[src/design/pci_cfg_pkg.sv]
`default_nettype none
package pci_cfg_pkg;
  typedef logic [31:0] ad_t;
  typedef logic [3:0]  cbe_t;
  typedef logic [4:0]  idx_t;

  localparam int   CFG_DEPTH   = 32;
  localparam cbe_t CMD_CFG_RD  = 4'hA;
  localparam cbe_t CMD_CFG_WR  = 4'hB;

  // dword indexes of config space
  localparam idx_t IDX_ID      = 5'h00;
  localparam idx_t IDX_CMD     = 5'h01;
  localparam idx_t IDX_CLASS   = 5'h02;
  localparam idx_t IDX_CAP     = 5'h0D;
  localparam idx_t IDX_PMC     = 5'h10;
  localparam idx_t IDX_PMCSR   = 5'h11;

  // identity value is arbitrary
  localparam ad_t  ID_VAL      = 32'h5A5A_1234;
  localparam ad_t  CLASS_VAL   = 32'h0700_0200;
  localparam ad_t  CAP_VAL     = 32'h0000_0040;
  localparam ad_t  PMC_VAL     = 32'h4002_0001;

  localparam int   CMD_PERR_B  = 6;
  localparam int   CMD_SERR_B  = 8;
  localparam int   CMD_INTD_B  = 10;
  localparam int   STAT_INT_B  = 19;
  localparam int   STAT_CAP_B  = 20;
  localparam int   STAT_66_B   = 21;
  localparam int   STAT_SERR_B = 30;
  localparam int   STAT_DPE_B  = 31;
  localparam int   PM_EN_B     = 8;
  localparam int   PM_ST_B     = 15;
  localparam logic [1:0] PM_D3HOT = 2'h3;
  localparam logic [1:0] PM_D0    = 2'h0;

  typedef enum logic [2:0] {
    ST_IDLE  = 3'h0,
    ST_CLAIM = 3'h1,
    ST_DATA  = 3'h3,
    ST_HOLD  = 3'h2,
    ST_TURN  = 3'h6
  } state_t;

  function automatic logic even_par(input ad_t ad, input cbe_t cbe);
    even_par = ^{ad, cbe};
  endfunction : even_par
endpackage : pci_cfg_pkg
`default_nettype wire

[src/design/cfg_if.sv]
`default_nettype none
interface cfg_if;
  import pci_cfg_pkg::*;
  logic we;
  cbe_t be;
  idx_t widx;
  idx_t ridx;
  ad_t  wdata;
  ad_t  rdata;
  modport ctl (output we, be, widx, ridx, wdata, input rdata);
  modport mem (input we, be, widx, ridx, wdata, output rdata);
endinterface : cfg_if
`default_nettype wire

[src/design/cfg_mem.sv]
`default_nettype none
module cfg_mem (
  input  wire logic clk_i,
  input  wire logic rst_n_i,
  cfg_if.mem        port
);
  import pci_cfg_pkg::*;
  ad_t mem_q [CFG_DEPTH];
  ad_t rdata_q;

  always_ff @(posedge clk_i) begin
    if (!rst_n_i) begin
      for (int i = 0; i < CFG_DEPTH; i++) begin
        mem_q[i] <= '0;
      end
    end else if (port.we) begin
      for (int b = 0; b < 4; b++) begin
        if (port.be[b]) begin
          mem_q[port.widx][b*8 +: 8] <= port.wdata[b*8 +: 8];
        end
      end
    end
  end

  always_ff @(posedge clk_i) begin
    if (!rst_n_i) begin
      rdata_q <= '0;
    end else begin
      rdata_q <= mem_q[port.ridx];
    end
  end

  assign port.rdata = rdata_q;
endmodule : cfg_mem
`default_nettype wire

[src/design/pci_target.sv]
`default_nettype none
module pci_target (
  input  wire logic              clk_i,
  input  wire logic              rst_n_i,
  input  wire pci_cfg_pkg::ad_t  ad_i,
  output logic                   ad_oe_o,
  output pci_cfg_pkg::ad_t       ad_o,
  input  wire pci_cfg_pkg::cbe_t cbe_n_i,
  input  wire logic              frame_n_i,
  input  wire logic              irdy_n_i,
  input  wire logic              idsel_i,
  output logic                   trdy_n_o,
  output logic                   trdy_oe_o,
  output logic                   stop_n_o,
  output logic                   stop_oe_o,
  output logic                   devsel_n_o,
  output logic                   devsel_oe_o,
  input  wire logic              par_i,
  output logic                   par_o,
  output logic                   par_oe_o,
  output logic                   perr_n_o,
  output logic                   perr_oe_o,
  output logic                   serr_n_o,
  output logic                   serr_oe_o,
  output logic                   inta_n_o,
  output logic                   inta_oe_o,
  output logic                   pme_n_o,
  output logic                   pme_oe_o,
  input  wire logic              irq_i,
  input  wire logic [7:0]        wake_event_i
);
  import pci_cfg_pkg::*;

  state_t     state_q;
  logic       idle_q, rd_q, chk_q, chk_data_q, perr_hi_q;
  logic       exp_q, perr_en_q, serr_en_q, int_dis_q;
  logic       stat_dpe_q, stat_serr_q, pme_en_q, pme_st_q;
  logic [1:0] pm_state_q;
  idx_t       idx_q;
  ad_t        ad_q, rd_ov;
  logic       addr_hit, addr_phase, xfer, xfer_wr, perr_err, addr_err, wake;
  cfg_if      cfg ();

  cfg_mem u_mem (
    .clk_i   (clk_i),
    .rst_n_i (rst_n_i),
    .port    (cfg)
  );

  // a new address only after one idle bus cycle; fast back-to-back is not claimed
  assign addr_phase = (state_q == ST_IDLE) && !frame_n_i && idle_q;
  assign addr_hit   = addr_phase && idsel_i && (ad_i[1:0] == 2'h0) &&
                      (cbe_n_i == CMD_CFG_RD || cbe_n_i == CMD_CFG_WR);
  assign xfer       = (state_q == ST_DATA) && !irdy_n_i;
  assign xfer_wr    = xfer && !rd_q;
  assign perr_err   = chk_q && chk_data_q && (par_i != exp_q);
  assign addr_err   = chk_q && !chk_data_q && (par_i != exp_q);
  assign wake       = (|wake_event_i) && (pm_state_q == PM_D3HOT) && pme_en_q;

  assign cfg.ridx  = ad_i[6:2];
  assign cfg.widx  = idx_q;
  assign cfg.we    = xfer_wr;
  assign cfg.be    = ~cbe_n_i;
  assign cfg.wdata = ad_i;

  always_ff @(posedge clk_i) begin
    if (!rst_n_i) begin
      state_q <= ST_IDLE;
    end else begin
      unique case (state_q)
        ST_IDLE:  if (addr_hit) state_q <= ST_CLAIM;
        ST_CLAIM: state_q <= ST_DATA;
        ST_DATA:  if (!irdy_n_i) state_q <= frame_n_i ? ST_TURN : ST_HOLD;
        ST_HOLD:  if (frame_n_i) state_q <= ST_TURN;
        ST_TURN:  state_q <= ST_IDLE;
        default:  state_q <= ST_IDLE;
      endcase
    end
  end

  always_ff @(posedge clk_i) begin
    if (!rst_n_i) begin
      idle_q <= 1'b1;
      rd_q   <= 1'b0;
      idx_q  <= '0;
    end else begin
      idle_q <= frame_n_i && irdy_n_i;
      if (addr_hit) begin
        rd_q  <= (cbe_n_i == CMD_CFG_RD);
        idx_q <= ad_i[6:2];
      end
    end
  end

  always_comb begin
    rd_ov = cfg.rdata;
    unique case (idx_q)
      IDX_ID:    rd_ov = ID_VAL;
      IDX_CLASS: rd_ov = CLASS_VAL;
      IDX_CAP:   rd_ov = CAP_VAL;
      IDX_PMC:   rd_ov = PMC_VAL;
      IDX_CMD: begin
        rd_ov              = '0;
        rd_ov[CMD_PERR_B]  = perr_en_q;
        rd_ov[CMD_SERR_B]  = serr_en_q;
        rd_ov[CMD_INTD_B]  = int_dis_q;
        rd_ov[STAT_INT_B]  = irq_i;
        rd_ov[STAT_CAP_B]  = 1'b1;
        rd_ov[STAT_66_B]   = 1'b1;
        rd_ov[STAT_SERR_B] = stat_serr_q;
        rd_ov[STAT_DPE_B]  = stat_dpe_q;
      end
      IDX_PMCSR: begin
        rd_ov          = '0;
        rd_ov[1:0]     = pm_state_q;
        rd_ov[PM_EN_B] = pme_en_q;
        rd_ov[PM_ST_B] = pme_st_q;
      end
      default: rd_ov = cfg.rdata;
    endcase
  end

  // read data goes out one cycle after the claim: the claim cycle is the turnaround
  always_ff @(posedge clk_i) begin
    if (!rst_n_i) begin
      ad_q     <= '0;
      ad_oe_o  <= 1'b0;
      par_o    <= 1'b0;
      par_oe_o <= 1'b0;
    end else begin
      if (state_q == ST_CLAIM) begin
        ad_q    <= rd_ov;
        ad_oe_o <= rd_q;
      end else if (xfer) begin
        ad_oe_o <= 1'b0;
      end
      par_o    <= even_par(ad_q, cbe_n_i);
      par_oe_o <= ad_oe_o;
    end
  end
  assign ad_o = ad_q;

  // every access is one data phase; STOP with TRDY disconnects a burst cleanly
  assign devsel_n_o  = !(state_q == ST_CLAIM || state_q == ST_DATA ||
                         state_q == ST_HOLD);
  assign trdy_n_o    = !(state_q == ST_DATA);
  assign stop_n_o    = !(state_q == ST_DATA || state_q == ST_HOLD);
  assign devsel_oe_o = (state_q != ST_IDLE);
  assign trdy_oe_o   = (state_q != ST_IDLE);
  assign stop_oe_o   = (state_q != ST_IDLE);

  always_ff @(posedge clk_i) begin
    if (!rst_n_i) begin
      chk_q      <= 1'b0;
      chk_data_q <= 1'b0;
      exp_q      <= 1'b0;
      perr_n_o   <= 1'b1;
      perr_hi_q  <= 1'b0;
      serr_oe_o  <= 1'b0;
    end else begin
      chk_q      <= addr_hit || xfer_wr;
      chk_data_q <= xfer_wr;
      exp_q      <= even_par(ad_i, cbe_n_i);
      perr_n_o   <= !(perr_err && perr_en_q);
      perr_hi_q  <= !perr_n_o;
      serr_oe_o  <= addr_err && serr_en_q && perr_en_q;
    end
  end
  // perr is driven high one cycle before release so the wire does not float low
  assign perr_oe_o = !perr_n_o || perr_hi_q;
  assign serr_n_o  = 1'b0;

  always_ff @(posedge clk_i) begin
    if (!rst_n_i) begin
      perr_en_q   <= 1'b0;
      serr_en_q   <= 1'b0;
      int_dis_q   <= 1'b0;
      stat_dpe_q  <= 1'b0;
      stat_serr_q <= 1'b0;
    end else begin
      if (xfer_wr && idx_q == IDX_CMD && cfg.be[0]) perr_en_q <= ad_i[CMD_PERR_B];
      if (xfer_wr && idx_q == IDX_CMD && cfg.be[1]) begin
        serr_en_q <= ad_i[CMD_SERR_B];
        int_dis_q <= ad_i[CMD_INTD_B];
      end
      // hardware set wins over a write-one clear in the same cycle
      if (perr_err || addr_err) begin
        stat_dpe_q <= 1'b1;
      end else if (xfer_wr && idx_q == IDX_CMD && cfg.be[3] && ad_i[STAT_DPE_B]) begin
        stat_dpe_q <= 1'b0;
      end
      if (addr_err && serr_en_q && perr_en_q) begin
        stat_serr_q <= 1'b1;
      end else if (xfer_wr && idx_q == IDX_CMD && cfg.be[3] && ad_i[STAT_SERR_B]) begin
        stat_serr_q <= 1'b0;
      end
    end
  end

  always_ff @(posedge clk_i) begin
    if (!rst_n_i) begin
      pm_state_q <= PM_D0;
      pme_en_q   <= 1'b0;
      pme_st_q   <= 1'b0;
      inta_oe_o  <= 1'b0;
    end else begin
      if (xfer_wr && idx_q == IDX_PMCSR && cfg.be[0]) pm_state_q <= ad_i[1:0];
      if (xfer_wr && idx_q == IDX_PMCSR && cfg.be[1]) pme_en_q <= ad_i[PM_EN_B];
      if (wake) begin
        pme_st_q <= 1'b1;
      end else if (xfer_wr && idx_q == IDX_PMCSR && cfg.be[1] && ad_i[PM_ST_B]) begin
        pme_st_q <= 1'b0;
      end
      inta_oe_o <= irq_i && !int_dis_q;
    end
  end
  assign pme_oe_o = pme_st_q && pme_en_q;
  assign pme_n_o  = 1'b0;
  assign inta_n_o = 1'b0;
endmodule : pci_target
`default_nettype wire

[config.mk]
export PLATFORM = sky130hd
export DESIGN_NAME = pci_target
export DESIGN_NICKNAME = d
export VERILOG_FILES = /design/src/design/pci_cfg_pkg.sv /design/src/design/cfg_if.sv /design/src/design/cfg_mem.sv /design/src/design/pci_target.sv
export SDC_FILE = /design/constraint.sdc
export NUM_CORES = 2
export LEC_CHECK = 0
export BUFFER_PORTS_ARGS = -buffer_cell sky130_fd_sc_hd__buf_4
export CAP_MARGIN = 20
export CORE_ASPECT_RATIO = 0.75
export CORE_MARGIN = 8
export CORE_UTILIZATION = 55
export CTS_BUF_LIST = sky130_fd_sc_hd__clkbuf_16
export DETAILED_ROUTE_END_ITERATION = 12
export GPL_TIMING_DRIVEN = 0
export PLACE_DENSITY = 0.71
export SYNTH_ARGS = -nofsm -noshare
export SYNTH_HDL_FRONTEND = slang
export SYNTH_SLANG_ARGS = --single-unit
[constraint.sdc]
create_clock -name clk_i -period 4.95 [get_ports clk_i]
set_input_delay 0.2475 -clock clk_i [delete_from_list [all_inputs] [get_ports clk_i]]
set_output_delay 0.2475 -clock clk_i [all_outputs]
set_load 0.01 [all_outputs]
# Word-level counts from Yosys, hierarchy flattened
# Memory sizes are Yosys's and may differ from the RTL's. A register that Yosys moved wholly into a read port is not among the register bits.
# Cells that the tools add are included.
[totals]
reg_bits = 61
ram_bits = 1024
output_inout_bits = 49
word_cells = 134
n_memories = 1
[memory_table]
columns = ["memory", "words", "width", "read_ports", "rd_ports_with_merged_regs", "write_ports", "line", "rtl"]
rows = [
  ["u_mem.mem_q", 32, 32, 1, 1, 32, "cfg_mem.sv:8", "ad_t mem_q [CFG_DEPTH];"],
]
[op_classes]
eq_ne = 15
muxes = 34
bitwise_logic = 1
reduce_logical = 60
[ops]
columns = ["op", "n"]
rows = [
  ["$pmux 32 s6", 1],
  ["$reduce_xor 36->1", 2],
  ["$mux 32", 1],
  ["$reduce_or 32->1", 1],
  ["$logic_and 1x1->1", 29],
  ["$mux 1", 25],
  ["$mux 3", 4],
  ["$pmux 3 s4", 1],
  ["$logic_not 1->1", 11],
  ["$eq 5x5->1 const B", 2],
  ["$eq 4x4->1 const B", 2],
  ["$reduce_bool 2->1", 4],
  ["$reduce_or 8->1", 1],
  ["$logic_or 1x1->1", 7],
  ["$eq 3x2->1 const B", 2],
  ["$ne 2x2->1 const B", 3],
  ["$eq 5x1->1 const B", 1],
  ["$eq 5x2->1 const B", 1],
  ["$eq 5x4->1 const B", 1],
  ["$logic_not 5->1", 1],
  ["$mux 5", 1],
  ["$mux 4", 1],
  ["$not 4->4", 1],
  ["$eq 3x1->1 const B", 1],
  ["other kinds (6)", 6],
]

# Longest topological paths before layout
[depth]
ltp_word = 8
ltp_mapped = 9
mapped_depth_nobuf = 7

# Cells and area by module
# From an unflattened synthesis, not the netlist that was laid out.
[unflattened]
hier_cells = 3519
area_unflattened_um2 = 51085.2
[by_module_without_submodules]
columns = ["module", "instances", "cells_each", "area_each_um2", "seq_area_each_um2"]
rows = [
  ["cfg_mem", 1, 3150, 47860.9, 31390.1],
  ["pci_target", 1, 369, 3224.3, 1221.2],
]

# Worst setup path before layout
# Ideal clock, no wire load.
[synth_path]
path_type = "reg-to-reg"
start = "register state_q[1]"
end = "memory u_mem.mem_q[0][16] (netlist name) (enable)"
setup_time_ps = 384
t_arrival_ps = 1907
path_slack_ps = 2659
path_stages_with_launch = 8
period_less_slack_ps = 2291
cell_sequence = "dfxtp_1 > buf_2 > and4bb_2 > nand3b_1 > nand2b_1 > buf_2 > clkbuf_1 > o21ai_0"
[synth_rtl]
columns = ["element", "line", "rtl"]
rows = [
  ["from (decl)", "pci_target.sv:34", "state_t state_q;"],
  ["from (signal assigned)", "pci_target.sv:73", "ST_DATA: if (!irdy_n_i) state_q <= frame_n_i ? ST_TURN : ST_HOLD;"],
  ["to (decl)", "cfg_mem.sv:8", ""],
]

==> results by group <==
Placement
  – IO buf count: slightly above 90
  – HPWL Detailed: 124.3 mm
  – Final GP Congestion: approximately 1.0
  – Post-place instance area: 53300 um^2

Routing
  – Starting DRT DRC Count: between 6000 and 7000
  – Wire per inst: ~32 um
  – WL final: ~160 mm
  – Drt drc: 0
  – Drt pass-1 iters: 7
  – Vias: about 34000
  – Final ANT Viol Nets: 0
  – DR vias/cell: 6.598

Yosys
  – Async S/R FF share, synth: 0
  – Register area share after synthesis: 0.6437
  – Synth cell types: 54
  – Main flop type after synthesis: edfxtp_1
  – Mapped cell area: just over 50000 um^2
  – Yosys reg bits: 1117
  – Synth warn: 0
  – Number of synthesized flops with an enable pin: around 1000
  – Post-Syn Area per Cell: 14.58 um^2
  – Cell count after synthesis: approximately 3500

STA
  – Max_slew headroom: 0.1239
  – Max-slew violations: 0
  – Fin Setup TNS: 0 ns
  – Fmax: 0.2449 GHz
  – Setup Skew: between 0.03 and 0.04 ns
  – Fin crit share: 0.8249
  – Fin. Hold Viols: 0
  – RSZ-0062 raised after global routing: false
  – Minimum clock period: slightly above 4 ns
  – Final setup violation count: 0
  – Hold slack: approximately 0.081 ns
  – Slew @ Worst Pin: ~1.3 ns

CTS
  – # H-tree levels: 3
  – Worst-Skew Late Latency: approximately 0.71 ns
  – Root Buffer Master: clkbuf_16
  – Clock Sinks: around 1100
  – CTS max path bufs: 3
  – Clk pin slew, worst setup/hold paths: 0.06 ns
  – CTS tree: done
  – Cts bufs inserted: roughly 110

Final layout
  – Final Core Density: 0.6299
  – Most frequent cells in the layout: edfxtp_1, and2_1, mux4_2
  – Area delta synth->final: 13.66%
  – Layout cells sized above 1: 0.1892
  – Commonest non-fill, non-tap cell in the layout: edfxtp_1
  – Final Cell Area: between 50000 and 60000 um^2
  – Nets: 3850

Global route
  – Vias in the first global route: 31520
  – Largest net degree at the start of global routing: 16
  – Tot GR Track Use: 0.3127
  – First-pass GRT wire length: between 200 and 250 mm
  – GRT overflow: 0
  – Initial antenna violation count: 13

Die
  – Core Rows: 96
  – Core area: 91410 um^2
  – Die width: roughly 370 um
  – Die Y-Extent: around 280 um
  – Die ar.: between 100000 and 150000 um^2
  – Initial Utilization: 0.5542
  – Num ports: 100

Min path
  – Worst hold path depth: 2
  – Type of the worst min-delay path: primary input to flop
  – Min-delay src: ad_i[17]

Setup path
  – Crit Path Max Fanout: 10
  – Crit. End Element: flop
  – Worst r2r path cells: 5
  – Worst Setup EP: u_mem.mem_q[0][27]
  – WP buf/inv: 2
  – Flop2flop setup slack: ~0.87 ns
  – Critical Path AT: 4.40 ns
  – Instance count on the critical path: 5
  – CP Launch Point: cfg.widx[4]
  – CP cell instances: clkbuf_1 > nor2_1 > nand2_1 > buf_1 > o21ai_1
  – CP startpoint kind: flop
  – CP top delay family: simple AND/OR/NAND/NOR gates
  – Crit Path Class: flop to flop
  – Delay of the slowest critical-path stage: 0.95 ns
  – RR Endpoint: u_mem.mem_q[0][27]
  – Worst EP required: ~5.3 ns
  – Slowest-stage cell, CP: o21ai_1
  – Worst r2r src: cfg.widx[4]

Pwr
  – Peak VDD IR: about 0.26 mV
  – Leakage: around 21 nW
  – Pwr Total: ~21 mW
  – Pwr/cell area: around 360 nW/um^2

Outcome
  – Status: completed

Flow run
  – Max cap viols: 0
-- worst register-to-register path: cells and delay by family, from the launching register on --
family	cells	cell delay [ns]
simple gates	2	1.56
flops	1	0.30
buf+inv	2	0.88
compound gates	1	0.95
-- registers in the layout, indices dropped and copies added, names as in the netlist, 2 cells and up --
register and flops:
cfg.widx 5, state_q 3, u_mem.port.rdata 32, ad_o 32
u_mem.mem_q 1024, pm_state_q 2
-- power by group --
part           switching [mW]  leakage [nW]  total, mW  internal, mW
logic                    1.02          7.31       1.56         0.544
registers               0.111          11.3       10.7          10.6
clock network            3.75          1.89       8.74          4.99
-- cells by family after synthesis --
| kind of cell | after synthesis | synth area share |
|---|---|---|
| AND/OR/NAND/NOR | 1342 | 0.1531 |
| adder cells (fa/ha/maj) | 4 | 0.0009880 |
| other | 1 | 0.00007402 |
| XOR/XNOR | 59 | 0.01129 |
| multiplexers | 266 | 0.1163 |
| buffers and inverters | 324 | 0.02727 |
| AO/OA/AOI/OAI | 361 | 0.04725 |
| flip-flops | 1117 | 0.6437 |
-- layer usage --
| layer | vias up | wire length (um) | GRT usage |
|---|---|---|---|
| li1 | 13570 | - | - |
| met1 | 16920 | 63500 | 0.4469 |
| met5 | - | 177 | 0 |
| met2 | 2987 | 65280 | 0.4169 |
| met3 | 352 | 30660 | 0.1650 |
| met4 | 16 | 4575 | 0.08295 |
-- how the worst min path moves through the flow --
| stage | endpoint | slack [ns] |
|---|---|---|
| 2_1_floorplan | state_q[2] | 0.34 |
| 3_3_place_gp | perr_hi_q | 0.42 |
| 3_5_place_dp | perr_hi_q | 0.44 |
| 4_1_cts | u_mem.mem_q[1][17] | 0.05 |
| 5_1_grt | u_mem.mem_q[0][17] | 0.08 |
| 6_report | u_mem.mem_q[1][17] | 0.08 |
-- what timing repair did --
action,in CTS,in global routing
setup buffers,0,0
endpoints found under the hold margin,49,0
hold buffers,27,0
resized for setup,0,0
-- layout make-up --
type	count	area (um^2)
plain buffers	311	1333
repair buffers	208	1638
clock inverters	95	905.9
inverters	13	48.80
flip-flops and latches	1117	32610
clock buffers	112	2803
well taps	1225	1533
multi-input cells	2035	16670
diodes	14	35.03
fillers	6727	33830
-- through the flow --
step | setup WS (ns) | cells
after floorplan | 2.659 | 3476
after detailed placement | 0.9756 | 4848
after CTS | 0.9265 | 5082
after global placement | 0.6535 | 4794
after global routing | 1.000 | 5119
final | 0.8667 | 5130
-- synthesized netlist by cell type (3+ instances only) --
library cell,count,area [um^2]
xnor2_1,46,402.9
nor2_2,45,281.5
inv_1,12,45.04
buf_2,52,260.3
nor2b_1,4,25.02
clkbuf_1,215,807.0
o21ai_0,99,495.5
mux4_2,258,5811
buf_4,26,195.2
and3_1,8,50.05
nand2_1,61,229.0
a221oi_1,6,52.55
nand4b_1,3,26.28
o21ai_1,50,250.2
nand3_1,14,70.07
xor2_1,9,78.83
a21oi_1,31,155.2
edfxtp_1,1024,30750
buf_1,16,60.06
nand3b_1,3,22.52
ha_1,4,50.05
nor3_1,164,820.8
a22oi_1,65,488.0
a22o_1,64,560.5
a21o_1,3,22.52
and2_1,896,5605
nand2b_1,8,50.05
nor2_1,117,439.2
a311oi_1,31,271.5
xnor3_1,4,90.09
or3_1,6,37.54
mux2i_1,8,80.08
dfxtp_1,93,1862
(Power assumes the default switching activity.)
